<file path="src/core/adsq_pkg.sv">
package adsq_pkg;
  // register indices; byte address is four times the index
  localparam logic [7:0] ADSQ_IDX_CTRL = 8'h93;
  localparam logic [7:0] ADSQ_IDX_RES_LO = 8'h94;
  localparam logic [7:0] ADSQ_IDX_RES_HI = 8'h95;
  localparam logic [7:0] ADSQ_IDX_CTRL2 = 8'h96;
  localparam logic [7:0] ADSQ_IDX_THRESH = 8'h97;
  localparam logic [7:0] ADSQ_IDX_EXT = 8'h98;
  // control register fields
  localparam int ADSQ_CTRL_PD_BIT = 7;
  localparam int ADSQ_CTRL_MODE_LSB = 4;
  localparam int ADSQ_CTRL_REF_BIT = 3;
  localparam int ADSQ_CTRL_RUN_BIT = 2;
  localparam int ADSQ_CTRL_SEL_LSB = 0;
  // control two fields
  localparam int ADSQ_CTRL2_IE_BIT = 7;
  localparam int ADSQ_CTRL2_IF_BIT = 6;
  localparam int ADSQ_CTRL2_DIV_LSB = 0;
  // external enable / shared flag register fields
  localparam int ADSQ_EXT_IE_BIT = 0;
  localparam int ADSQ_EXT_IF_BIT = 1;
  // reset values
  localparam logic ADSQ_RST_PD = 1'b1;
  localparam logic [7:0] ADSQ_RST_BYTE = 8'h00;
  localparam logic [5:0] ADSQ_RST_DIV = 6'h00;
  localparam logic [9:0] ADSQ_RST_RESULT = 10'h000;
  // timing
  localparam int ADSQ_DIV_STEP = 16;
  localparam logic [3:0] ADSQ_CONV_LAST = 4'hA;
  // input select codes
  localparam logic [1:0] ADSQ_SEL_EXTREF = 2'h3;

  typedef enum logic [1:0] {
    ADSQ_MODE_SINGLE = 2'h0,
    ADSQ_MODE_CONT = 2'h1,
    ADSQ_MODE_STOP = 2'h2,
    ADSQ_MODE_RESET = 2'h3
  } adsq_mode_t;

  typedef enum logic [1:0] {
    ADSQ_ST_IDLE = 2'h1,
    ADSQ_ST_CONV = 2'h2
  } adsq_state_t;
endpackage : adsq_pkg

</file>
<file path="src/core/adsq_top.sv">
// Our own choice: the APB register port.
`timescale 1ns/1ps
// Overview of operation
// - power-down bit 7, resets to one
// - mode 00: one conversion then stop
// - mode 01: flag on hit, keep converting
// - mode 10: flag on hit, then stop
// - mode 11: reset request on hit, no flag
// - reference bit: supply or internal 1.25 V
// - writing run starts the selected mode
// - single mode clears run when done
// - run cleared: halt after current conversion
// - stopping mode clears run on hit
// - input select routes inputs zero, one, two
// - code 11: input zero with external reference
// - low byte holds result bits 7:0
// - high bits latched on low byte read
// - interrupt needs local and external enable
// - flags stay set until software clears
// - divider is 16 times field plus one
// - hit when upper eight bits >= threshold
// - conversion takes eleven converter clocks
// - result survives the system reset request
module adsq_top
  import adsq_pkg::*;
(
  input wire logic core_clk,
  input wire logic sys_rst,
  input wire logic psel,
  input wire logic penable,
  input wire logic pwrite,
  input wire logic [31:0] paddr,
  input wire logic [31:0] pwdata,
  output logic [31:0] prdata,
  output logic pready,
  output logic pslverr,
  input wire logic [9:0] conv_data_in,
  output logic conv_clk_out,
  output logic conv_start,
  output logic converter_power_down,
  output logic [1:0] input_select,
  output logic ref_internal,
  output logic ref_external,
  output logic sys_reset_req,
  output logic irq
);

  typedef struct packed {
    logic pd;
    adsq_mode_t mode;
    logic refsel;
    logic run;
    logic [1:0] sel;
    logic lie;
    logic lif;
    logic [5:0] div;
    logic [7:0] thresh;
    logic eie;
    logic sif;
    logic [9:0] result;
    logic [1:0] hi_latch;
    adsq_state_t state;
    logic [9:0] div_cnt;
    logic [3:0] bit_cnt;
    logic conv_clk;
    logic start;
    logic rst_req;
    logic irq;
    logic [31:0] rdata;
    logic ready;
    logic slverr;
    logic refi;
    logic refe;
  } adsq_state_s_t;

  adsq_state_s_t s_q;
  adsq_state_s_t s_d;

  logic [7:0] idx;
  logic addr_ok;
  logic setup;
  logic access;
  logic wr;
  logic [10:0] div_len;
  logic tick;
  logic hit;
  logic done;
  logic [7:0] ctrl_rd;
  logic [7:0] ctrl2_rd;

  always_comb begin
    idx = paddr[9:2];
    addr_ok = (paddr[31:10] == 22'h000000) && (paddr[1:0] == 2'h0) &&
              (idx >= ADSQ_IDX_CTRL) && (idx <= ADSQ_IDX_EXT);
    setup = psel && !penable;
    access = psel && penable && s_q.ready;
    wr = access && pwrite && addr_ok;
    div_len = 11'(ADSQ_DIV_STEP) * (11'(s_q.div) + 11'h001);
    tick = (11'(s_q.div_cnt) == div_len - 11'h001);
    done = tick && (s_q.state == ADSQ_ST_CONV) && (s_q.bit_cnt == ADSQ_CONV_LAST);
    hit = conv_data_in[9:2] >= s_q.thresh;
    ctrl_rd = {s_q.pd, 1'b0, s_q.mode, s_q.refsel, s_q.run, s_q.sel};
    ctrl2_rd = {s_q.lie, s_q.lif, s_q.div};

    s_d = s_q;
    s_d.start = 1'b0;
    s_d.rst_req = 1'b0;

    // converter clock divider
    if (s_q.pd) begin
      s_d.div_cnt = 10'h000;
      s_d.conv_clk = 1'b0;
    end else begin
      if (tick) begin
        s_d.div_cnt = 10'h000;
      end else begin
        s_d.div_cnt = s_q.div_cnt + 10'h001;
      end
      s_d.conv_clk = (11'(s_d.div_cnt) < {1'b0, div_len[10:1]});
    end

    // apb response, answered in the access phase
    s_d.ready = setup;
    if (setup) begin
      s_d.slverr = !addr_ok;
      s_d.rdata = 32'h00000000;
      if (addr_ok) begin
        case (idx)
          ADSQ_IDX_CTRL: s_d.rdata = {24'h000000, ctrl_rd};
          ADSQ_IDX_RES_LO: s_d.rdata = {24'h000000, s_q.result[7:0]};
          ADSQ_IDX_RES_HI: s_d.rdata = {30'h00000000, s_q.hi_latch};
          ADSQ_IDX_CTRL2: s_d.rdata = {24'h000000, ctrl2_rd};
          ADSQ_IDX_THRESH: s_d.rdata = {24'h000000, s_q.thresh};
          ADSQ_IDX_EXT: s_d.rdata = {30'h00000000, s_q.sif, s_q.eie};
          default: s_d.rdata = 32'h00000000;
        endcase
      end
    end else begin
      s_d.slverr = 1'b0;
    end
    if (access && !pwrite && addr_ok && idx == ADSQ_IDX_RES_LO) begin
      s_d.hi_latch = s_q.result[9:8];
    end

    // register writes
    if (wr) begin
      case (idx)
        ADSQ_IDX_CTRL: begin
          s_d.pd = pwdata[ADSQ_CTRL_PD_BIT];
          s_d.mode = adsq_mode_t'(pwdata[ADSQ_CTRL_MODE_LSB +: 2]);
          s_d.refsel = pwdata[ADSQ_CTRL_REF_BIT];
          s_d.run = pwdata[ADSQ_CTRL_RUN_BIT];
          s_d.sel = pwdata[ADSQ_CTRL_SEL_LSB +: 2];
        end
        ADSQ_IDX_CTRL2: begin
          s_d.lie = pwdata[ADSQ_CTRL2_IE_BIT];
          s_d.lif = pwdata[ADSQ_CTRL2_IF_BIT];
          s_d.div = pwdata[ADSQ_CTRL2_DIV_LSB +: 6];
        end
        ADSQ_IDX_THRESH: s_d.thresh = pwdata[7:0];
        ADSQ_IDX_EXT: begin
          s_d.eie = pwdata[ADSQ_EXT_IE_BIT];
          s_d.sif = pwdata[ADSQ_EXT_IF_BIT];
        end
        default: s_d.thresh = s_q.thresh;
      endcase
    end

    // conversion sequencer
    case (s_q.state)
      ADSQ_ST_IDLE: begin
        s_d.bit_cnt = 4'h0;
        if (tick && s_q.run && !s_q.pd) begin
          s_d.state = ADSQ_ST_CONV;
          s_d.start = 1'b1;
        end
      end
      ADSQ_ST_CONV: begin
        if (s_q.pd) begin
          s_d.state = ADSQ_ST_IDLE;
        end else if (done) begin
          s_d.bit_cnt = 4'h0;
          s_d.result = conv_data_in;
          if (hit && s_q.mode != ADSQ_MODE_RESET) begin
            s_d.lif = 1'b1;
            s_d.sif = 1'b1;
          end
          if (hit && s_q.mode == ADSQ_MODE_RESET) begin
            s_d.rst_req = 1'b1;
          end
          // software setting run in the same cycle wins over the hardware clear
          if (s_q.mode == ADSQ_MODE_SINGLE) begin
            s_d.state = ADSQ_ST_IDLE;
            if (!(wr && idx == ADSQ_IDX_CTRL)) begin
              s_d.run = 1'b0;
            end
          end else if (s_q.mode == ADSQ_MODE_STOP && hit) begin
            s_d.state = ADSQ_ST_IDLE;
            if (!(wr && idx == ADSQ_IDX_CTRL)) begin
              s_d.run = 1'b0;
            end
          end else if (s_d.run) begin
            s_d.start = 1'b1;
          end else begin
            s_d.state = ADSQ_ST_IDLE;
          end
        end else if (tick) begin
          s_d.bit_cnt = s_q.bit_cnt + 4'h1;
        end
      end
      default: s_d.state = ADSQ_ST_IDLE;
    endcase

    // power-down wins over a start in the same cycle
    if (s_d.pd) begin
      s_d.start = 1'b0;
      s_d.state = ADSQ_ST_IDLE;
    end

    s_d.irq = s_d.lif && s_d.lie && s_d.eie;
    s_d.refi = s_d.refsel && (s_d.sel != ADSQ_SEL_EXTREF);
    s_d.refe = (s_d.sel == ADSQ_SEL_EXTREF);
  end

  // result holds across the reset request; only sys_rst clears it
  always_ff @(posedge core_clk or posedge sys_rst) begin
    if (sys_rst) begin
      s_q <= '{
        pd: ADSQ_RST_PD,
        mode: ADSQ_MODE_SINGLE,
        refsel: 1'b0,
        run: 1'b0,
        sel: 2'h0,
        lie: 1'b0,
        lif: 1'b0,
        div: ADSQ_RST_DIV,
        thresh: ADSQ_RST_BYTE,
        eie: 1'b0,
        sif: 1'b0,
        result: ADSQ_RST_RESULT,
        hi_latch: 2'h0,
        state: ADSQ_ST_IDLE,
        div_cnt: 10'h000,
        bit_cnt: 4'h0,
        conv_clk: 1'b0,
        start: 1'b0,
        rst_req: 1'b0,
        irq: 1'b0,
        rdata: 32'h00000000,
        ready: 1'b0,
        slverr: 1'b0,
        refi: 1'b0,
        refe: 1'b0
      };
    end else begin
      s_q <= s_d;
    end
  end

  assign prdata = s_q.rdata;
  assign pready = s_q.ready;
  assign pslverr = s_q.slverr;
  assign conv_clk_out = s_q.conv_clk;
  assign conv_start = s_q.start;
  assign converter_power_down = s_q.pd;
  assign input_select = s_q.sel;
  assign ref_internal = s_q.refi;
  assign ref_external = s_q.refe;
  assign sys_reset_req = s_q.rst_req;
  assign irq = s_q.irq;

endmodule : adsq_top

</file>
<file path="config.mk">
export PLATFORM = sky130hd
export DESIGN_NAME = adsq_top
export DESIGN_NICKNAME = d
export VERILOG_FILES = /design/src/core/adsq_pkg.sv /design/src/core/adsq_top.sv
export SDC_FILE = /design/constraint.sdc
export NUM_CORES = 1
export LEC_CHECK = 0
export BUFFER_PORTS_ARGS = -buffer_cell sky130_fd_sc_hd__buf_2
export CORE_ASPECT_RATIO = 0.9
export CORE_MARGIN = 8
export CORE_UTILIZATION = 48
export DETAILED_ROUTE_END_ITERATION = 8
export PLACE_DENSITY = 0.74
export SLEW_MARGIN = 20
export SYNTH_ARGS = -nofsm -noshare
export SYNTH_HDL_FRONTEND = slang
export SYNTH_SLANG_ARGS = --single-unit
</file>
<file path="constraint.sdc">
create_clock -name core_clk -period 2.6 [get_ports core_clk]
set_input_delay 0.39 -clock core_clk [delete_from_list [all_inputs] [get_ports core_clk]]
set_output_delay 0.39 -clock core_clk [all_outputs]
set_load 0.03 [all_outputs]
</file>
==> reports/metrics.yaml, run 1 <==
ff2ff_setup_slack_ns: -0.25
violations: "setup timing"
cts_buffers: 9
cts_buffer_depth: 2
synth_top_family_by_area: "simple AND/OR/NAND/NOR gates"
cts_root_buffer: "clkbuf_8"
fmax_ghz: 0.350
route.met2.wl_um: 5660
synth_adder_area_share_pct: 6.04
power_density_mw_per_mm2: 414
final_cell_mix: "buf_2, dfrtp_1, nor2_1"
yosys.area_share.simple_pct: 19.1
maxCapViolCount: 0
ant_nets: 0
crit_top_cell: "a21o_1"
synth_xor_area_share_pct: 3.80
drtIter0Drc: 184
power_w: 0.00228
crit_arrival_ns: 3.14
r2r_cells: 13
ys_seq_area_share_pct: 39.7
die_w_um: 116
hold_buffers: 0
synth_top_area_share_pct: 38.5
synth_area_sq_mm: 0.00435
avgSynthCellArea_sq_um: 9.80
diodes: 0
vias: 3747
fin_crit_sh_pct: 110
rsz0062_at_grt: "yes"
grt_pass1_wl_um: 18700
synth.largest_area_cell: "dfrtp_1"
synthTopCellsByArea: "dfrtp_1, mux2_2, ha_1"
synth_compound_area_share_pct: 9.63
skew_ns: 0.0126
initial_core_util_pct: 48.6
worstPathCellList: "ha_4 -> and2_4 -> a21o_1 -> a31oi_4 -> xnor2_2 -> nor4_4 -> buf_4 -> nor2_2 -> ha_1 -> a21o_1 -> a21oi_2 -> o31a_1 -> o211a_1"
finalSetupViolCount: 21
grt_overflow_total: 0
yosysWarnings: 0
grt_antenna_before_repair: 0
critical_path_class: "register to register"
via_per_inst: 5.58
layout_commonest_cell: "buf_2"
peakVddDrop_uv: 328
maxSlewViolCount: 0
synthMuxAreaShare_pct: 12.1
highest-signal-layer: "met4"
clock_sinks: 69
layout.nets: 644
clock_latency_ns: 0.35
gp_congestion: 0.900
cts-htree-levels: 3
startpoint_type: "register"
die_area_sq_mm: 0.0124
drc_errors: 0
io_buffers: 73
yosys_most_used_dff: "dfrtp_1"
dp_hpwl_um: 8470
worst_slew_pin_slew_ns: 0.548
worst_slack_ns: -0.253
fp-row-count: 33
grt_pass1_vias: 3858
slowest_stage: "dfrtp_2"
hold_violations: 0
cts_tree: "yes"
wl_per_cell_um: 17.5
die_h_um: 106
fin_crit_ns: 2.85
synthToLayoutAreaGrowth_pct: 26.4
hp-class: "input port to async pin"
power_leakage_nw: 2.70
wirelength_um: 11700
synthCells: 444
coreArea_sq_mm: 0.00896
synth-async-reset-ratio_pct: 100
status: "finished, violations left"
grt_usage_pct: 19.0
first_pass_iters: 5
cpPeakStageDelay_ns: 0.48
ys_seq_elements: 69
worstSetupEndpointType: "register"
slew_headroom_pct: 63.4
ios: 122
synth.distinct_cells: 57
layout-drive-gt1-share_pct: 39.0
critPathMaxFanout: 6
final_core_util_pct: 61.4
drt-met1-wl_um: 4980
grt_max_degree: 70
clk_pin_slew_ns: 0.09
synth_edf_count: 0
met3WireLength_um: 805
cp.required_ns: 2.89
-- cell usage after synthesis (all sizes together) (3+ instances only) --
master and count:
or2 4, mux2 34, nor2 41, a21o 8
a221oi 5, inv 22, dfrtp 67, xnor2 10
nand4 13, buf 41, and3 9, and2 5
nand2 31, a21oi 9, mux2i 10, clkbuf 9
o21ai 11, nand2b 4, nand3 12, nor4 15
a32o 3, o22ai 4, xor2 8, nor2b 3
nor3 9, ha 21
-- cell type report --
| class | count | area (sq um) |
|---|---|---|
| fillers | 714 | 3460 |
| multi-input cells | 326 | 2550 |
| flip-flops and latches | 69 | 1730 |
| repair buffers | 116 | 751 |
| well taps | 122 | 153 |
| clock buffers | 9 | 124 |
| clock inverters | 7 | 105 |
| inverters | 22 | 82.6 |
-- sequential cells by signal (all words and copies together) (netlist names) --
signal / count
converter_power_down: 1
prdata: 8
ref_internal: 1
sys_reset_req: 1
pready: 1
pslverr: 1
irq: 1
ref_external: 1
ctrl_rd: 4
s_q: 38
ctrl2_rd: 8
conv_clk_out: 1
conv_start: 1
input_select: 2
-- path summary, 6_finish.rpt --
kind                                 start      endpoint
max in group asynchronous          sys_rst       s_q[54]
setup reg to reg               ctrl2_rd[0]  conv_clk_out
hold / removal                     sys_rst       s_q[50]
setup / recovery               ctrl2_rd[0]  conv_clk_out
hold reg to reg                    s_q[44]       s_q[44]
min in group core_clk      conv_data_in[0]       s_q[58]
-- stage by stage --
stage | cells | setup TNS (ns) | cell area (sq um) | setup WS, ns | hold WS (ns)
2_1_floorplan | 467 | -0.0866 | 4490 | -0.0866 | 0.433
3_3_place_gp | 645 | -0.286 | 4940 | -0.144 | 0.445
3_5_place_dp | 645 | -1.41 | 4940 | -0.249 | 0.457
4_1_cts | 672 | -2.38 | 5460 | -0.201 | 0.115
5_1_grt | 671 | -5.08 | 5500 | -0.405 | 0.134
6_report | 671 | -2.23 | 5500 | -0.253 | 0.0923
-- cells by family after synthesis --
logic type | count (synthesis)
AOI/OAI and AO/OA | 59
xor gates and xnor gates | 18
adders and majority gates | 21
buffers and inverters | 72
DFF | 69
muxes | 46
other | 1
and+or+nand+nor | 158
-- report_power, final --
group	internal [W]	switching [W]	total, W
clock network	0.000555	0.000470	0.00102
logic	0.0000531	0.000124	0.000177
registers	0.00107	0.000000944	0.00107
total	0.00168	0.000595	0.00228
-- repair_timing --
action,in CTS,in global routing
pin swaps,25,9
buffers inserted,11,3
setup endpoints to repair,23,23
gates resized for setup,42,16
cloned,1,0
-- layer usage --
metal,global-route usage [%],vias up
met4,7.96,0
met2,31.5,158
met3,2.95,26
met5,0,-
li1,-,1732
met1,23.9,1831
-- worst max-delay path: cells and delay by family (launching register included) --
kind                       cells  cell delay, ns
DFF                            1            0.48
xor gates and xnor gates       1            0.11
adders and majority gates      2            0.52
buffers and inverters          1            0.16
and+or+nand+nor                3            0.50
AOI/OAI and AO/OA              6            1.02
Power figures use the tool's default switching activity.
==> run 2, diff against run 1 <==
--- a/config.mk
+++ b/config.mk
@@ -11,6 +11,7 @@
 export CORE_UTILIZATION = 48
 export DETAILED_ROUTE_END_ITERATION = 8
 export PLACE_DENSITY = 0.74
+export RECOVER_POWER = 25
 export SLEW_MARGIN = 20
 export SYNTH_ARGS = -nofsm -noshare
 export SYNTH_HDL_FRONTEND = slang
==> run 2 against run 1 <==
Against the previous run:
- the flow finishes with violations (capacitance limit, slew limit, setup timing)
- first-iteration DRC count fell by 1.6%
- sequential share of layout area rose by 0.086 points
- worst setup slack improved by 0.00090 ns
- register-to-register slack barely moved
- routed wire length barely moved
- final area fell by 0.27%
- sequential power barely moved
- clock power barely moved
==> reports/metrics.yaml, run 2 (synthesis gave the netlist of run 1 again) <==
peakVddDrop_uv: 328  # about the same
cp.required_ns: 2.89  # about the same
regMostFlops: "s_q"
final_cells: 671  # unchanged
diodes: 0  # unchanged
drtIter0Drc: 181  # -1.6%
grt_pass1_wl_um: 18700  # unchanged
critPathMaxFanout: 6  # unchanged
hold_ws_ns: 0.267  # +0.174 ns
finalSetupViolCount: 20  # -4.8%
worstPathCellList: "ha_4 -> and2_4 -> a21o_1 -> a31oi_4 -> xnor2_2 -> nor4_4 -> buf_4 -> nor2_2 -> ha_1 -> a21o_1 -> a21oi_2 -> o31a_1 -> o211a_1"
dp.cells: 645  # unchanged
cts_tree: "yes"
seqPwrFrac_pct: 47.3  # about the same
gp_congestion: 0.900  # unchanged
slew_headroom_pct: -12.0  # -75 points
maxSlewViolCount: 70  # +70
power_w: 0.00227  # -0.14%
ios: 122  # unchanged
via_per_inst: 5.59  # about the same
p_sw_w: 0.000594  # about the same
die_w_um: 116  # unchanged
io_buffers: 73  # unchanged
stdcell_area_sq_mm: 0.00548  # -0.27%
cts_buffer_depth: 2  # unchanged
clock_sinks: 69  # unchanged
first_pass_iters: 5  # unchanged
cpPeakStageDelay_ns: 0.48  # about the same
power_leakage_nw: 2.69  # -0.15%
hold_violations: 0  # unchanged
timing.rr.start: "ctrl2_rd[0]"
seqCellArea_sq_mm: 0.00173  # unchanged
cts_buffers: 9  # unchanged
ff2ff_setup_slack_ns: -0.25  # about the same
grt_antenna_before_repair: 0  # unchanged
largest_reg_flops: 38  # unchanged
drc_errors: 0  # unchanged
layout.nets: 644  # unchanged
grt_pass1_vias: 3858  # unchanged
maxCapViolCount: 1  # +1
worst_slew_pin_slew_ns: 1.68  # +1.13 ns
worstSetupEndpointType: "register"
clock_latency_ns: 0.35  # about the same
clkPwrFrac_pct: 45.1  # about the same
place_area_sq_mm: 0.00494  # unchanged
final_cell_mix: "buf_2, dfrtp_1, nor2_1"
hp-class: "input port to register"
layout-drive-gt1-share_pct: 38.8  # -0.18 points
wl_per_cell_um: 17.4  # about the same
clk_pin_slew_ns: 0.08  # about the same
fmax_ghz: 0.351  # about the same
grt_max_degree: 70  # unchanged
coreArea_sq_mm: 0.00896  # unchanged
hold_buffers: 0  # unchanged
p_comb_share_pct: 7.7  # about the same
fp-row-count: 33  # unchanged
grt_usage_pct: 19.0  # unchanged
p_sw_share_pct: 26.1  # about the same
worst_slack_ns: -0.252  # +0.000896 ns
die_h_um: 106  # unchanged
fill_cells: 715  # +0.14%
status: "finished, violations left"
r2r_end: "conv_clk_out"
violations: "capacitance limit, slew limit, setup timing"
startpoint_type: "register"
rsz0062_at_grt: "yes"
critical_path_class: "register to register"
fin_crit_ns: 2.85  # -0.000896 ns
cts_root_buffer: "clkbuf_8"
endpoint: "conv_clk_out"
slowest_stage: "dfrtp_2"
initial_core_util_pct: 48.6  # unchanged
synthToLayoutAreaGrowth_pct: 26.0
ant_nets: 0  # unchanged
vias: 3750  # +0.080%
skew_ns: 0.0122  # -0.000395 ns
power_density_mw_per_mm2: 415  # +0.13%
cts-htree-levels: 3  # unchanged
wirelength_um: 11700  # about the same
power.internal_w: 0.00168  # -0.16%
grt_overflow_total: 0  # unchanged
die_area_sq_mm: 0.0124  # unchanged
startpoint: "ctrl2_rd[0]"
dp_hpwl_um: 8470  # unchanged
layout_commonest_cell: "buf_2"
crit_top_cell: "a21o_1"
fin_crit_sh_pct: 110  # about the same
multi_input_area_sq_mm: 0.00255  # unchanged
pre_cts_ws_ns: -0.249  # unchanged
r2r_cells: 13  # unchanged
crit_arrival_ns: 3.14  # about the same
==> run 2: cell count changes in the layout (fill, tap and decap cells not counted) <==
cell	delta
buf_12	-1
clkbuf_2	+1
inv_1	+1
inv_2	-1
==> run 2: layer usage <==
| layer | up-vias | GRT usage (%) | part of all wire (%) |
|---|---|---|---|
| li1 | 1734 | - | - |
| met1 | 1822 | 23.9 | 42 |
| met2 | 165 | 31.5 | 48 |
| met3 | 29 | 2.95 | 7.0 |
| met4 | 0 | 7.96 | 2.3 |
| met5 | - | 0 | 0 |
==> run 2: how the worst min path moves through the flow <==
stage,end,depth (start not counted),slack [ns],start
floorplan,s_q[44],1,0.43,s_q[44]
global placement,s_q[44],1,0.44,s_q[44]
detailed placement,s_q[44],1,0.46,s_q[44]
CTS,s_q[50],3,0.11,sys_rst
global route,s_q[59],2,0.27,conv_data_in[1]
finish,s_q[58],2,0.27,conv_data_in[0]
==> run 2: power groups by stage <==
stage                     combinational (W)  clock [W]  sequential [W]
final                              0.000174    0.00102         0.00107
after global routing               0.000190    0.00108         0.00108
after CTS                          0.000176    0.00103         0.00107
after detailed placement           0.000175          0         0.00110
after global placement             0.000170          0         0.00110
after floorplan                    0.000123          0         0.00110
==> run 2: critical path, delay by kind of cell (launching register included) <==
family,cells,cell delay (ns)
AOI/OAI and AO/OA,6,1.02
xor gates and xnor gates,1,0.11
adders and majority gates,2,0.52
buffers and inverters,1,0.16
DFF,1,0.48
and+or+nand+nor,3,0.50
==> run 2: cell type report <==
cell class | count | area share (%)
Sequential cell | 69 | 31.6
Tap cell | 122 | 2.78
Clock buffer | 9 | 2.26
Inverter | 22 | 1.51
Timing Repair Buffer | 116 | 13.4
Multi-Input combinational cell | 326 | 46.5
Clock inverter | 7 | 1.92
==> run 2: timing repair <==
action,CTS,global route
buffers inserted,11,3
gates cloned,1,0
pin swaps,25,9
gates resized for setup,42,16
setup endpoints to repair,23,23
==> run 2: per-stage QoR <==
step           TNS [ns]  util, %
2_1_floorplan   -0.0866        -
3_3_place_gp     -0.286     55.2
3_5_place_dp      -1.41     55.2
4_1_cts           -2.38     61.0
5_1_grt           -5.08     61.2
6_report          -2.21     61.2
